## config.mk

```make
export PLATFORM = sky130hd
export DESIGN_NAME = gpio_port_a_with_latch
export DESIGN_NICKNAME = d
export VERILOG_FILES = /design/src/gpio_port_a_pkg.sv /design/src/gpio_port_a_with_latch.sv
export SDC_FILE = /design/constraint.sdc
export NUM_CORES = 1
export LEC_CHECK = 0
export ABC_AREA = 0
export BUFFER_PORTS_ARGS = -buffer_cell sky130_fd_sc_hd__buf_2
export CAP_MARGIN = 20
export CORE_ASPECT_RATIO = 1.5
export CORE_MARGIN = 8
export CORE_UTILIZATION = 32
export DETAILED_ROUTE_END_ITERATION = 12
export SLEW_MARGIN = 20
export SYNTH_ARGS = -nofsm -noshare
export SYNTH_HDL_FRONTEND = slang
export SYNTH_SLANG_ARGS = --single-unit
```

## constraint.sdc

```tcl
create_clock -name CORE_CLK -period 3.45 [get_ports CORE_CLK]
set_input_delay 0.1725 -clock CORE_CLK [delete_from_list [all_inputs] [get_ports CORE_CLK]]
set_output_delay 0.1725 -clock CORE_CLK [all_outputs]
set_load 0.005 [all_outputs]
```

## src/gpio_port_a_pkg.sv

```systemverilog
package gpio_port_a_pkg;

  ////////////////////////////////////////////////////////////////////////////
  // Port geometry and bus layout.
  localparam int          PORT_WIDTH    = 8;
  localparam int          ADDR_WIDTH    = 5;
  localparam int          DATA_WIDTH    = 32;

  // Register byte offsets.
  localparam logic [4:0]  OFS_PIN_LEVEL = 5'h00;
  localparam logic [4:0]  OFS_LATCH     = 5'h04;
  localparam logic [4:0]  OFS_DIRECTION = 5'h08;
  localparam logic [4:0]  OFS_CONV_CTL  = 5'h0c;
  localparam logic [4:0]  OFS_MODE_CTL  = 5'h10;

  // Field positions.
  localparam int          CFG_FIELD_LSB = 0;
  localparam int          CFG_FIELD_MSB = 3;
  localparam int          OSC_FIELD_LSB = 0;
  localparam int          OSC_FIELD_MSB = 3;
  localparam int          CREF_EN_BIT   = 4;

  // Pin positions with special behaviour.
  localparam int          PIN_REF_OUT   = 2;
  localparam int          PIN_FOUR      = 4;
  localparam int          PIN_SIX       = 6;
  localparam int          PIN_SEVEN     = 7;

  // Reset values and the analog channel limit.
  localparam logic [7:0]  RST_LATCH     = 8'h00;
  localparam logic [7:0]  RST_DIRECTION = 8'hff;
  localparam logic [3:0]  RST_CFG_FIELD = 4'h0;
  localparam logic [3:0]  RST_OSC_MODE  = 4'h7;
  localparam logic [7:0]  CHANNEL_LIMIT = 8'h0f;

  // Cycle clock is the core clock divided by this.
  localparam int          CYCLE_DIVIDE  = 4;
  localparam int          SYNC_STAGES   = 2;

  // Main oscillator modes.
  typedef enum logic [3:0] {
    OSC_LP, OSC_XT, OSC_HS, OSC_HS_PLL,
    OSC_RC_CLKOUT, RC_OSC_IO_MODE, OSC_EC_CLKOUT, EXT_CLOCK_IO_MODE,
    OSC_INT_CLKOUT, INTERNAL_OSC_IO_MODE
  } osc_mode_t;

  // One bus request as seen by the register file.
  typedef struct packed {
    logic [4:0]  address;
    logic        read;
    logic        write;
    logic [3:0]  byteenable;
    logic [31:0] writedata;
  } bus_req_t;

  // Pin drive pair.
  typedef struct packed {
    logic [7:0] level;
    logic [7:0] enable;
  } pin_drive_t;

endpackage : gpio_port_a_pkg

```

## src/gpio_port_a_with_latch.sv

```systemverilog
`timescale 1ns/1ps

module gpio_port_a_with_latch
  import gpio_port_a_pkg::*;
#(
  parameter int PINS = PORT_WIDTH
)(
  input  wire logic                  CORE_CLK,
  input  wire logic                  RESET,
  input  wire logic [ADDR_WIDTH-1:0] AVS_ADDRESS,
  input  wire logic                  AVS_READ,
  input  wire logic                  AVS_WRITE,
  input  wire logic [3:0]            AVS_BYTEENABLE,
  input  wire logic [DATA_WIDTH-1:0] AVS_WRITEDATA,
  output logic      [DATA_WIDTH-1:0] AVS_READDATA,
  output logic                       AVS_WAITREQUEST,
  input  wire logic [PINS-1:0]       PIN_IN,
  output logic      [PINS-1:0]       PIN_OUT,
  output logic      [PINS-1:0]       PIN_OE,
  output logic      [PINS-1:0]       ANALOG_PIN_SELECT,
  output logic                       TIMER_EXT_CLOCK_IN,
  output logic                       COMPARATOR_REF_OUTPUT,
  output logic      [3:0]            OSC_MODE,
  output logic                       CYCLE_CLOCK_OUT
);

  ////////////////////////////////////////////////////////////////////////////
  // Parameter check.
  if (PINS != PORT_WIDTH)
  begin : g_bad_width
    $error("Port width must be eight.");
  end

  ////////////////////////////////////////////////////////////////////////////
  // Decode helpers.

  // Analog channel mask for pins zero to three and five; channel n is analog below the limit.
  function automatic logic [7:0] analog_mask(input logic [3:0] field);
    logic [7:0] lim;
    logic [7:0] m;
    lim = CHANNEL_LIMIT - {4'h0, field};
    m   = 8'h00;
    if (8'h00 < lim)
      m[0] = 1'b1;
    if (8'h01 < lim)
      m[1] = 1'b1;
    if (8'h02 < lim)
      m[2] = 1'b1;
    if (8'h03 < lim)
      m[3] = 1'b1;
    if (8'h04 < lim)
      m[5] = 1'b1;
    return m;
  endfunction : analog_mask

  // Pin six is general-purpose only in the three IO modes.
  function automatic logic six_is_io(input logic [3:0] mode);
    return (mode == RC_OSC_IO_MODE) || (mode == INTERNAL_OSC_IO_MODE) ||
           (mode == EXT_CLOCK_IO_MODE);
  endfunction : six_is_io

  // Pin seven is general-purpose only with the internal oscillator.
  function automatic logic seven_is_io(input logic [3:0] mode);
    return (mode == INTERNAL_OSC_IO_MODE) || (mode == OSC_INT_CLKOUT);
  endfunction : seven_is_io

  ////////////////////////////////////////////////////////////////////////////
  // State.
  logic [7:0]  latch;
  logic [7:0]  direction;
  logic [3:0]  cfg_field;
  logic [3:0]  osc_mode;
  logic        cref_enable;
  logic [7:0]  sync_first;
  logic [7:0]  sync_second;
  logic [1:0]  div_count;
  bus_req_t    req;
  logic        bus_commit;
  logic        do_write;
  logic [7:0]  analog_sel;
  logic [7:0]  claimed;
  logic [7:0]  digital_in_ok;
  logic [7:0]  level_view;
  logic [31:0] next_readdata;
  pin_drive_t  next_drive;

  assign req        = '{address: AVS_ADDRESS, read: AVS_READ, write: AVS_WRITE,
                        byteenable: AVS_BYTEENABLE, writedata: AVS_WRITEDATA};
  assign bus_commit = (req.read || req.write) && !AVS_WAITREQUEST;
  assign do_write   = bus_commit && req.write && req.byteenable[0];

  ////////////////////////////////////////////////////////////////////////////
  // Pin ownership.
  always_comb
  begin
    analog_sel = analog_mask(cfg_field);
    claimed    = 8'h00;
    claimed[PIN_SIX]   = !six_is_io(osc_mode);
    claimed[PIN_SEVEN] = !seven_is_io(osc_mode);
    digital_in_ok = ~analog_sel & ~claimed;
    if (cref_enable)
      digital_in_ok[PIN_REF_OUT] = 1'b0;
    level_view = sync_second & digital_in_ok;
  end

  ////////////////////////////////////////////////////////////////////////////
  // Avalon slave handshake: one wait cycle per request.
  always_ff @(posedge CORE_CLK or posedge RESET)
  begin
    if (RESET)
      AVS_WAITREQUEST <= 1'b1;
    else
      AVS_WAITREQUEST <= !((req.read || req.write) && AVS_WAITREQUEST);
  end

  always_comb
  begin
    next_readdata = 32'h0000_0000;
    if (req.address == OFS_PIN_LEVEL)
      next_readdata[7:0] = level_view & ~claimed;
    else if (req.address == OFS_LATCH)
      next_readdata[7:0] = latch & ~claimed;
    else if (req.address == OFS_DIRECTION)
      next_readdata[7:0] = direction & ~claimed;
    else if (req.address == OFS_CONV_CTL)
      next_readdata[CFG_FIELD_MSB:CFG_FIELD_LSB] = cfg_field;
    else if (req.address == OFS_MODE_CTL)
    begin
      next_readdata[OSC_FIELD_MSB:OSC_FIELD_LSB] = osc_mode;
      next_readdata[CREF_EN_BIT]                 = cref_enable;
    end
  end

  always_ff @(posedge CORE_CLK or posedge RESET)
  begin
    if (RESET)
      AVS_READDATA <= 32'h0000_0000;
    else if (req.read && AVS_WAITREQUEST)
      AVS_READDATA <= next_readdata;
  end

  ////////////////////////////////////////////////////////////////////////////
  // Registers written by software.
  always_ff @(posedge CORE_CLK or posedge RESET)
  begin
    if (RESET)
      latch <= RST_LATCH;
    else if (do_write && (req.address == OFS_PIN_LEVEL || req.address == OFS_LATCH))
      latch <= req.writedata[7:0];
  end

  always_ff @(posedge CORE_CLK or posedge RESET)
  begin
    if (RESET)
      direction <= RST_DIRECTION;
    else if (do_write && req.address == OFS_DIRECTION)
      direction <= req.writedata[7:0];
  end

  always_ff @(posedge CORE_CLK or posedge RESET)
  begin
    if (RESET)
      cfg_field <= RST_CFG_FIELD;
    else if (do_write && req.address == OFS_CONV_CTL)
      cfg_field <= req.writedata[CFG_FIELD_MSB:CFG_FIELD_LSB];
  end

  always_ff @(posedge CORE_CLK or posedge RESET)
  begin
    if (RESET)
    begin
      osc_mode    <= RST_OSC_MODE;
      cref_enable <= 1'b0;
    end
    else if (do_write && req.address == OFS_MODE_CTL)
    begin
      osc_mode    <= req.writedata[OSC_FIELD_MSB:OSC_FIELD_LSB];
      cref_enable <= req.writedata[CREF_EN_BIT];
    end
  end

  ////////////////////////////////////////////////////////////////////////////
  // Input synchroniser.
  always_ff @(posedge CORE_CLK or posedge RESET)
  begin
    if (RESET)
    begin
      sync_first  <= 8'h00;
      sync_second <= 8'h00;
    end
    else
    begin
      sync_first  <= PIN_IN;
      sync_second <= sync_first;
    end
  end

  ////////////////////////////////////////////////////////////////////////////
  // Cycle clock divider.
  always_ff @(posedge CORE_CLK or posedge RESET)
  begin
    if (RESET)
      div_count <= 2'h0;
    else
      div_count <= div_count + 2'h1;
  end

  always_ff @(posedge CORE_CLK or posedge RESET)
  begin
    if (RESET)
      CYCLE_CLOCK_OUT <= 1'b0;
    else
      CYCLE_CLOCK_OUT <= div_count[1];
  end

  ////////////////////////////////////////////////////////////////////////////
  // Pin drivers.
  always_comb
  begin
    next_drive.level  = latch;
    next_drive.enable = ~direction;
    next_drive.level[PIN_FOUR] = 1'b0;
    next_drive.enable[PIN_FOUR] = !direction[PIN_FOUR] && !latch[PIN_FOUR];
    if (cref_enable)
    begin
      next_drive.level[PIN_REF_OUT]  = 1'b0;
      next_drive.enable[PIN_REF_OUT] = 1'b0;
    end
    if (claimed[PIN_SIX])
    begin
      next_drive.level[PIN_SIX]  = div_count[1];
      next_drive.enable[PIN_SIX] = 1'b1;
    end
    if (claimed[PIN_SEVEN])
    begin
      next_drive.level[PIN_SEVEN]  = 1'b0;
      next_drive.enable[PIN_SEVEN] = 1'b0;
    end
  end

  always_ff @(posedge CORE_CLK or posedge RESET)
  begin
    if (RESET)
    begin
      PIN_OUT <= 8'h00;
      PIN_OE  <= 8'h00;
    end
    else
    begin
      PIN_OUT <= next_drive.level;
      PIN_OE  <= next_drive.enable;
    end
  end

  ////////////////////////////////////////////////////////////////////////////
  // Side-band outputs to the neighbouring units.
  always_ff @(posedge CORE_CLK or posedge RESET)
  begin
    if (RESET)
    begin
      TIMER_EXT_CLOCK_IN    <= 1'b0;
      ANALOG_PIN_SELECT     <= 8'h00;
      COMPARATOR_REF_OUTPUT <= 1'b0;
      OSC_MODE              <= RST_OSC_MODE;
    end
    else
    begin
      TIMER_EXT_CLOCK_IN    <= sync_second[PIN_FOUR];
      ANALOG_PIN_SELECT     <= analog_sel;
      COMPARATOR_REF_OUTPUT <= cref_enable;
      OSC_MODE              <= osc_mode;
    end
  end

  ////////////////////////////////////////////////////////////////////////////
  // Checks.
  AST_INPUT_OFF: assert property (@(posedge CORE_CLK) disable iff (RESET)
    (direction[0] && !analog_sel[0]) |=> !PIN_OE[0])
    else $error("Pin zero driven while set as input.");

  AST_DRIVE_LATCH: assert property (@(posedge CORE_CLK) disable iff (RESET)
    !direction[1] |=> (PIN_OE[1] && PIN_OUT[1] == $past(latch[1])))
    else $error("Pin one does not drive its latch bit.");

  AST_LEVEL_READ: assert property (@(posedge CORE_CLK) disable iff (RESET)
    (req.read && AVS_WAITREQUEST && req.address == OFS_PIN_LEVEL && !analog_sel[4])
    |=> AVS_READDATA[4] == $past(sync_second[4]))
    else $error("Pin level read does not return pin four.");

  AST_LATCH_WRITE: assert property (@(posedge CORE_CLK) disable iff (RESET)
    (do_write && req.address == OFS_PIN_LEVEL) |=> latch == $past(req.writedata[7:0]))
    else $error("Write to pin level register missed the latch.");

  AST_CLAIMED_ZERO: assert property (@(posedge CORE_CLK) disable iff (RESET)
    (req.read && AVS_WAITREQUEST && claimed[PIN_SEVEN]) |=> !AVS_READDATA[PIN_SEVEN])
    else $error("Claimed pin seven read as one.");

  AST_CYCLE_CLOCK: assert property (@(posedge CORE_CLK) disable iff (RESET)
    (claimed[PIN_SIX] && $stable(claimed[PIN_SIX])) |=> PIN_OE[PIN_SIX])
    else $error("Pin six not driven by cycle clock.");

  AST_OPEN_DRAIN: assert property (@(posedge CORE_CLK) disable iff (RESET)
    PIN_OE[PIN_FOUR] |-> !PIN_OUT[PIN_FOUR])
    else $error("Pin four drove a high level.");

  AST_TIMER_ROUTE: assert property (@(posedge CORE_CLK) disable iff (RESET)
    $rose(PIN_IN[PIN_FOUR]) ##1 PIN_IN[PIN_FOUR] |-> ##2 TIMER_EXT_CLOCK_IN)
    else $error("Pin four not routed to timer clock.");

  AST_REF_PIN: assert property (@(posedge CORE_CLK) disable iff (RESET)
    cref_enable |=> !PIN_OE[PIN_REF_OUT])
    else $error("Pin two driven while reference output is on.");

  AST_ANALOG_READ: assert property (@(posedge CORE_CLK) disable iff (RESET)
    (req.read && AVS_WAITREQUEST && req.address == OFS_PIN_LEVEL && analog_sel[0])
    |=> !AVS_READDATA[0])
    else $error("Analog pin zero read as one.");

  AST_ONE_WAIT: assert property (@(posedge CORE_CLK) disable iff (RESET)
    ((req.read || req.write) && AVS_WAITREQUEST) |=> !AVS_WAITREQUEST)
    else $error("Request not answered after one wait cycle.");

  AST_WAIT_IDLE: assert property (@(posedge CORE_CLK) disable iff (RESET)
    !(req.read || req.write) |=> AVS_WAITREQUEST)
    else $error("Waitrequest low without a request.");

  AST_SEVEN_OFF: assert property (@(posedge CORE_CLK) disable iff (RESET)
    claimed[PIN_SEVEN] |=> !PIN_OE[PIN_SEVEN])
    else $error("Claimed pin seven still driven.");

  AST_SIX_LEVEL: assert property (@(posedge CORE_CLK) disable iff (RESET)
    claimed[PIN_SIX] |=> (PIN_OUT[PIN_SIX] == CYCLE_CLOCK_OUT))
    else $error("Pin six level differs from cycle clock.");

  AST_CYCLE_PERIOD: assert property (@(posedge CORE_CLK) disable iff (RESET)
    $changed(CYCLE_CLOCK_OUT) |=> $stable(CYCLE_CLOCK_OUT))
    else $error("Cycle clock phase shorter than two core cycles.");

  AST_LATCH_READ: assert property (@(posedge CORE_CLK) disable iff (RESET)
    (req.read && AVS_WAITREQUEST && req.address == OFS_LATCH) |=> AVS_READDATA[5] == $past(latch[5]))
    else $error("Latch read does not return latch bit five.");

  AST_DIR_WRITE: assert property (@(posedge CORE_CLK) disable iff (RESET)
    (do_write && req.address == OFS_DIRECTION) |=> direction == $past(req.writedata[7:0]))
    else $error("Write to direction register did not land.");

  AST_LANE_OFF: assert property (@(posedge CORE_CLK) disable iff (RESET)
    (bus_commit && req.write && !req.byteenable[0]) |=> ($stable(latch) && $stable(direction)))
    else $error("Write with lane zero off changed a register.");

  AST_REF_READ: assert property (@(posedge CORE_CLK) disable iff (RESET)
    (req.read && AVS_WAITREQUEST && req.address == OFS_PIN_LEVEL && cref_enable) |=> !AVS_READDATA[PIN_REF_OUT])
    else $error("Pin two read as one while reference output is on.");

  AST_READ_UPPER: assert property (@(posedge CORE_CLK) disable iff (RESET)
    (req.read && AVS_WAITREQUEST) |=> (AVS_READDATA[31:8] == 24'h000000))
    else $error("Read data above bit seven not zero.");

endmodule : gpio_port_a_with_latch

```

==> qor.yml <==
timing:
  holdWs_ps: 14.4
  min_period_over_period_pct: 58.7
  relSlewSlack_pct: 46.6
  finalSetupViolations: 0
  timing.fmax_mhz: 494
  tightest_slew_ps: 796
  drv_slew: 0
  period_needed_ps: 2030
  rsz0062_at_grt: "false"
  hold_viol: 0
  finalSetupTns_ps: 0
  clock_skew_ps: 6.79
global_routing:
  grt_util_all_layers_pct: 11.2
  grt_max_degree: 46
  grt_pass1_wl_um: 11900
  antenna_found_initial: 2
  grt_pass1_vias: 2321
  grt_overflow: 0
power_and_ir_drop:
  p_sw_share_pct: 22.3
  p_leak_nw: 1.83
  p_per_area_nw_per_um2: 585
  pwr-share-seq_pct: 47.2
  clock_power_share_pct: 43.6
  internal_power_mw: 1.77
  power_frac_comb_pct: 9.2
  vdd_drop_max_mv: 0.290
  p_switching_mw: 0.508
setup_path:
  critPathBufInv: 0
  cp-end-kind: "flip-flop"
  cp.arrival_ps: 2260
  slowest_stage: "a21boi_0"
  reg2reg_depth: 4
  crit_chain: "or3b_4, a21boi_0, a31oi_1, a211oi_1"
  crit_type: "reg -> reg"
  crit_cells: 4
  cpLargestDelayFamily: "compound AO/OA/AOI/OAI gates"
  max_stage_delay_ps: 600
  worstPathRequired_ps: 3680
  crit_fanout: 5
  worstSetupStartpointType: "flip-flop"
logic_synthesis:
  synth_top_area_share_pct: 50.2
  synth_ff_type: "dfrtp_1"
  postSynthAreaPerCell_um2: 12.5
  ys_warn_count: 0
  synth_area_leader_cell: "dfrtp_1"
  syn_area_um2: 3190
  synth.area.top_cells: "dfrtp_1, dfstp_2, buf_4"
  synth-edff-count: 0
  ys_seq_area_share_pct: 62.5
  syn_inst: 255
  ys_seq_elements: 79
  synth-async-reset-ratio_pct: 100
  synth_cell_types: 39
layout:
  nets: 380
  area_delta_synth_final_pct: 21.7
  drive_gt1_share_pct: 35.8
  nFillCells: 976
  layout_commonest_cell: "dfrtp_1"
  final_cell_mix: "dfrtp_1, buf_2, conb_1, nor2_1, mux2_2"
  antenna_cells: 0
floorplanning:
  start_util_pct: 33.0
  core_um2: 9690
  dieArea_um2: 13500
  die_height_um: 138
  fp.dieW_um: 97.6
  std_cell_rows: 44
  io_pins: 117
clock_network:
  max-clock-path-buffers: 2
  clk_latency_ps: 340
  clockRootBuffer: "clkbuf_16"
  cts_made_buffers: 9
  cts_tree: "built"
  cts.sink_count: 79
  ctsHtreeMaxLevel: 3
  clk_pin_slew_ps: 50
min_path:
  hp-class: "in -> reg"
  hold_depth: 2
detailed_routing:
  dr.pass1.iters: 4
  via_per_inst: 4.60
  first_iter_violations: 110
  route.detailed.drc: 0
  wl_per_cell_um: 16.1
  ant_nets: 0
  drt-total-wl_um: 7200
  via_count: 2058
placed_design:
  hpwlAfterDp_um: 5390
  numPortBuffers: 61
  place.gp.congestion: 0.859
job:
  maxCapViolCount: 0
outcome:
  outcome: "complete, no violations"
-- power by group through the flow --
stage	Combinational [mW]	Clock [mW]	Sequential (mW)
3_5_place_dp	0.207	0	1.09
4_1_cts	0.215	1.02	1.08
3_3_place_gp	0.201	0	1.09
6_report	0.210	0.993	1.07
5_1_grt	0.238	1.06	1.09
2_1_floorplan	0.135	0	1.08
-- what timing repair did --
action	4_1_cts	5_1_grt
hold buffers	9	0
buffers inserted	0	0
hold endpoints to repair	38	0
gates resized for setup	0	0
endpoints found under the setup margin	0	0
-- stage by stage --
step	utilization, %	total power, mW	setup WS [ps]	instance area (um^2)	instances
global placement	35.9	1.29	1200	3480	422
CTS	40.1	2.31	1400	3890	447
floorplan	-	1.22	1280	3290	282
detailed placement	35.9	1.30	1130	3480	422
finish	40.1	2.28	1420	3890	447
global route	40.1	2.39	1280	3890	447
-- path summary, 6_finish.rpt --
| path | end | slack, ps | startpoint |
|---|---|---|---|
| min | AVS_WAITREQUEST$_DFF_PP1_ | 10 | AVS_WRITE |
| max in group asynchronous | OSC_MODE[2]$_DFF_PP1_ | 1930 | RESET |
| max reg2reg | AVS_READDATA[6]$_DFFE_PP0P_ | 1420 | osc_mode[3]$_DFFE_PP0P_ |
| min in group asynchronous | latch[7]$_DFFE_PP0P_ | 500 | RESET |
| min reg2reg | sync_second[6]$_DFF_PP0_ | 350 | sync_first[6]$_DFF_PP0_ |
| max | AVS_READDATA[6]$_DFFE_PP0P_ | 1420 | osc_mode[3]$_DFFE_PP0P_ |
-- kinds of logic (layout without fill, tap and decap cells) --
family                    count (synthesis)  after routing  synth area share (%)
buffers and inverters                    50            100                  9.99
DFF                                      79             79                  62.5
and+or+nand+nor                          65             65                  12.1
muxes                                    21             21                  7.60
other                                     1             28                 0.117
xor gates and xnor gates                  1              1                 0.274
AOI/OAI and AO/OA                        38             38                  7.45
-- synth_stat cells (3+ instances only) --
cell      count
a21oi_1       9
a221oi_1      3
a31oi_1       5
and2_1        3
buf_2         3
buf_4        28
buf_6         3
dfrtp_1      64
dfstp_2      15
inv_1        13
mux2_2       18
nand2_1      17
nand3b_1      3
nor2_1       19
nor3_1        6
o21ai_0       9
o22ai_1       4
-- flip-flops by register name (all words and copies together) (netlist names), 2 cells and up --
name / cells
PIN_OUT: 7
direction: 8
sync_second: 8
div_count: 2
osc_mode: 4
PIN_OE: 8
AVS_READDATA: 8
latch: 8
sync_first: 8
ANALOG_PIN_SELECT: 5
cfg_field: 4
OSC_MODE: 4
-- layout make-up --
class / instances / area [um^2] / share of cell area, %
clock buffers: 12 / 246 / 6.34
clock inverters: 4 / 70.1 / 1.80
inverters: 13 / 48.8 / 1.26
multi-input cells: 153 / 980 / 25.2
flip-flops and latches: 79 / 2000 / 51.3
well taps: 115 / 144 / 3.70
repair buffers: 71 / 403 / 10.4
-- routing by layer --
metal  vias to the layer above  routed length [um]  GRT usage (%)
met4                         4                 154           6.01
li1                        960                   -              -
met1                      1001                2760           11.8
met3                        16                 562           4.54
met2                        77                3690           18.5
met5                         -                  21              0
(Power assumes the default switching activity.)
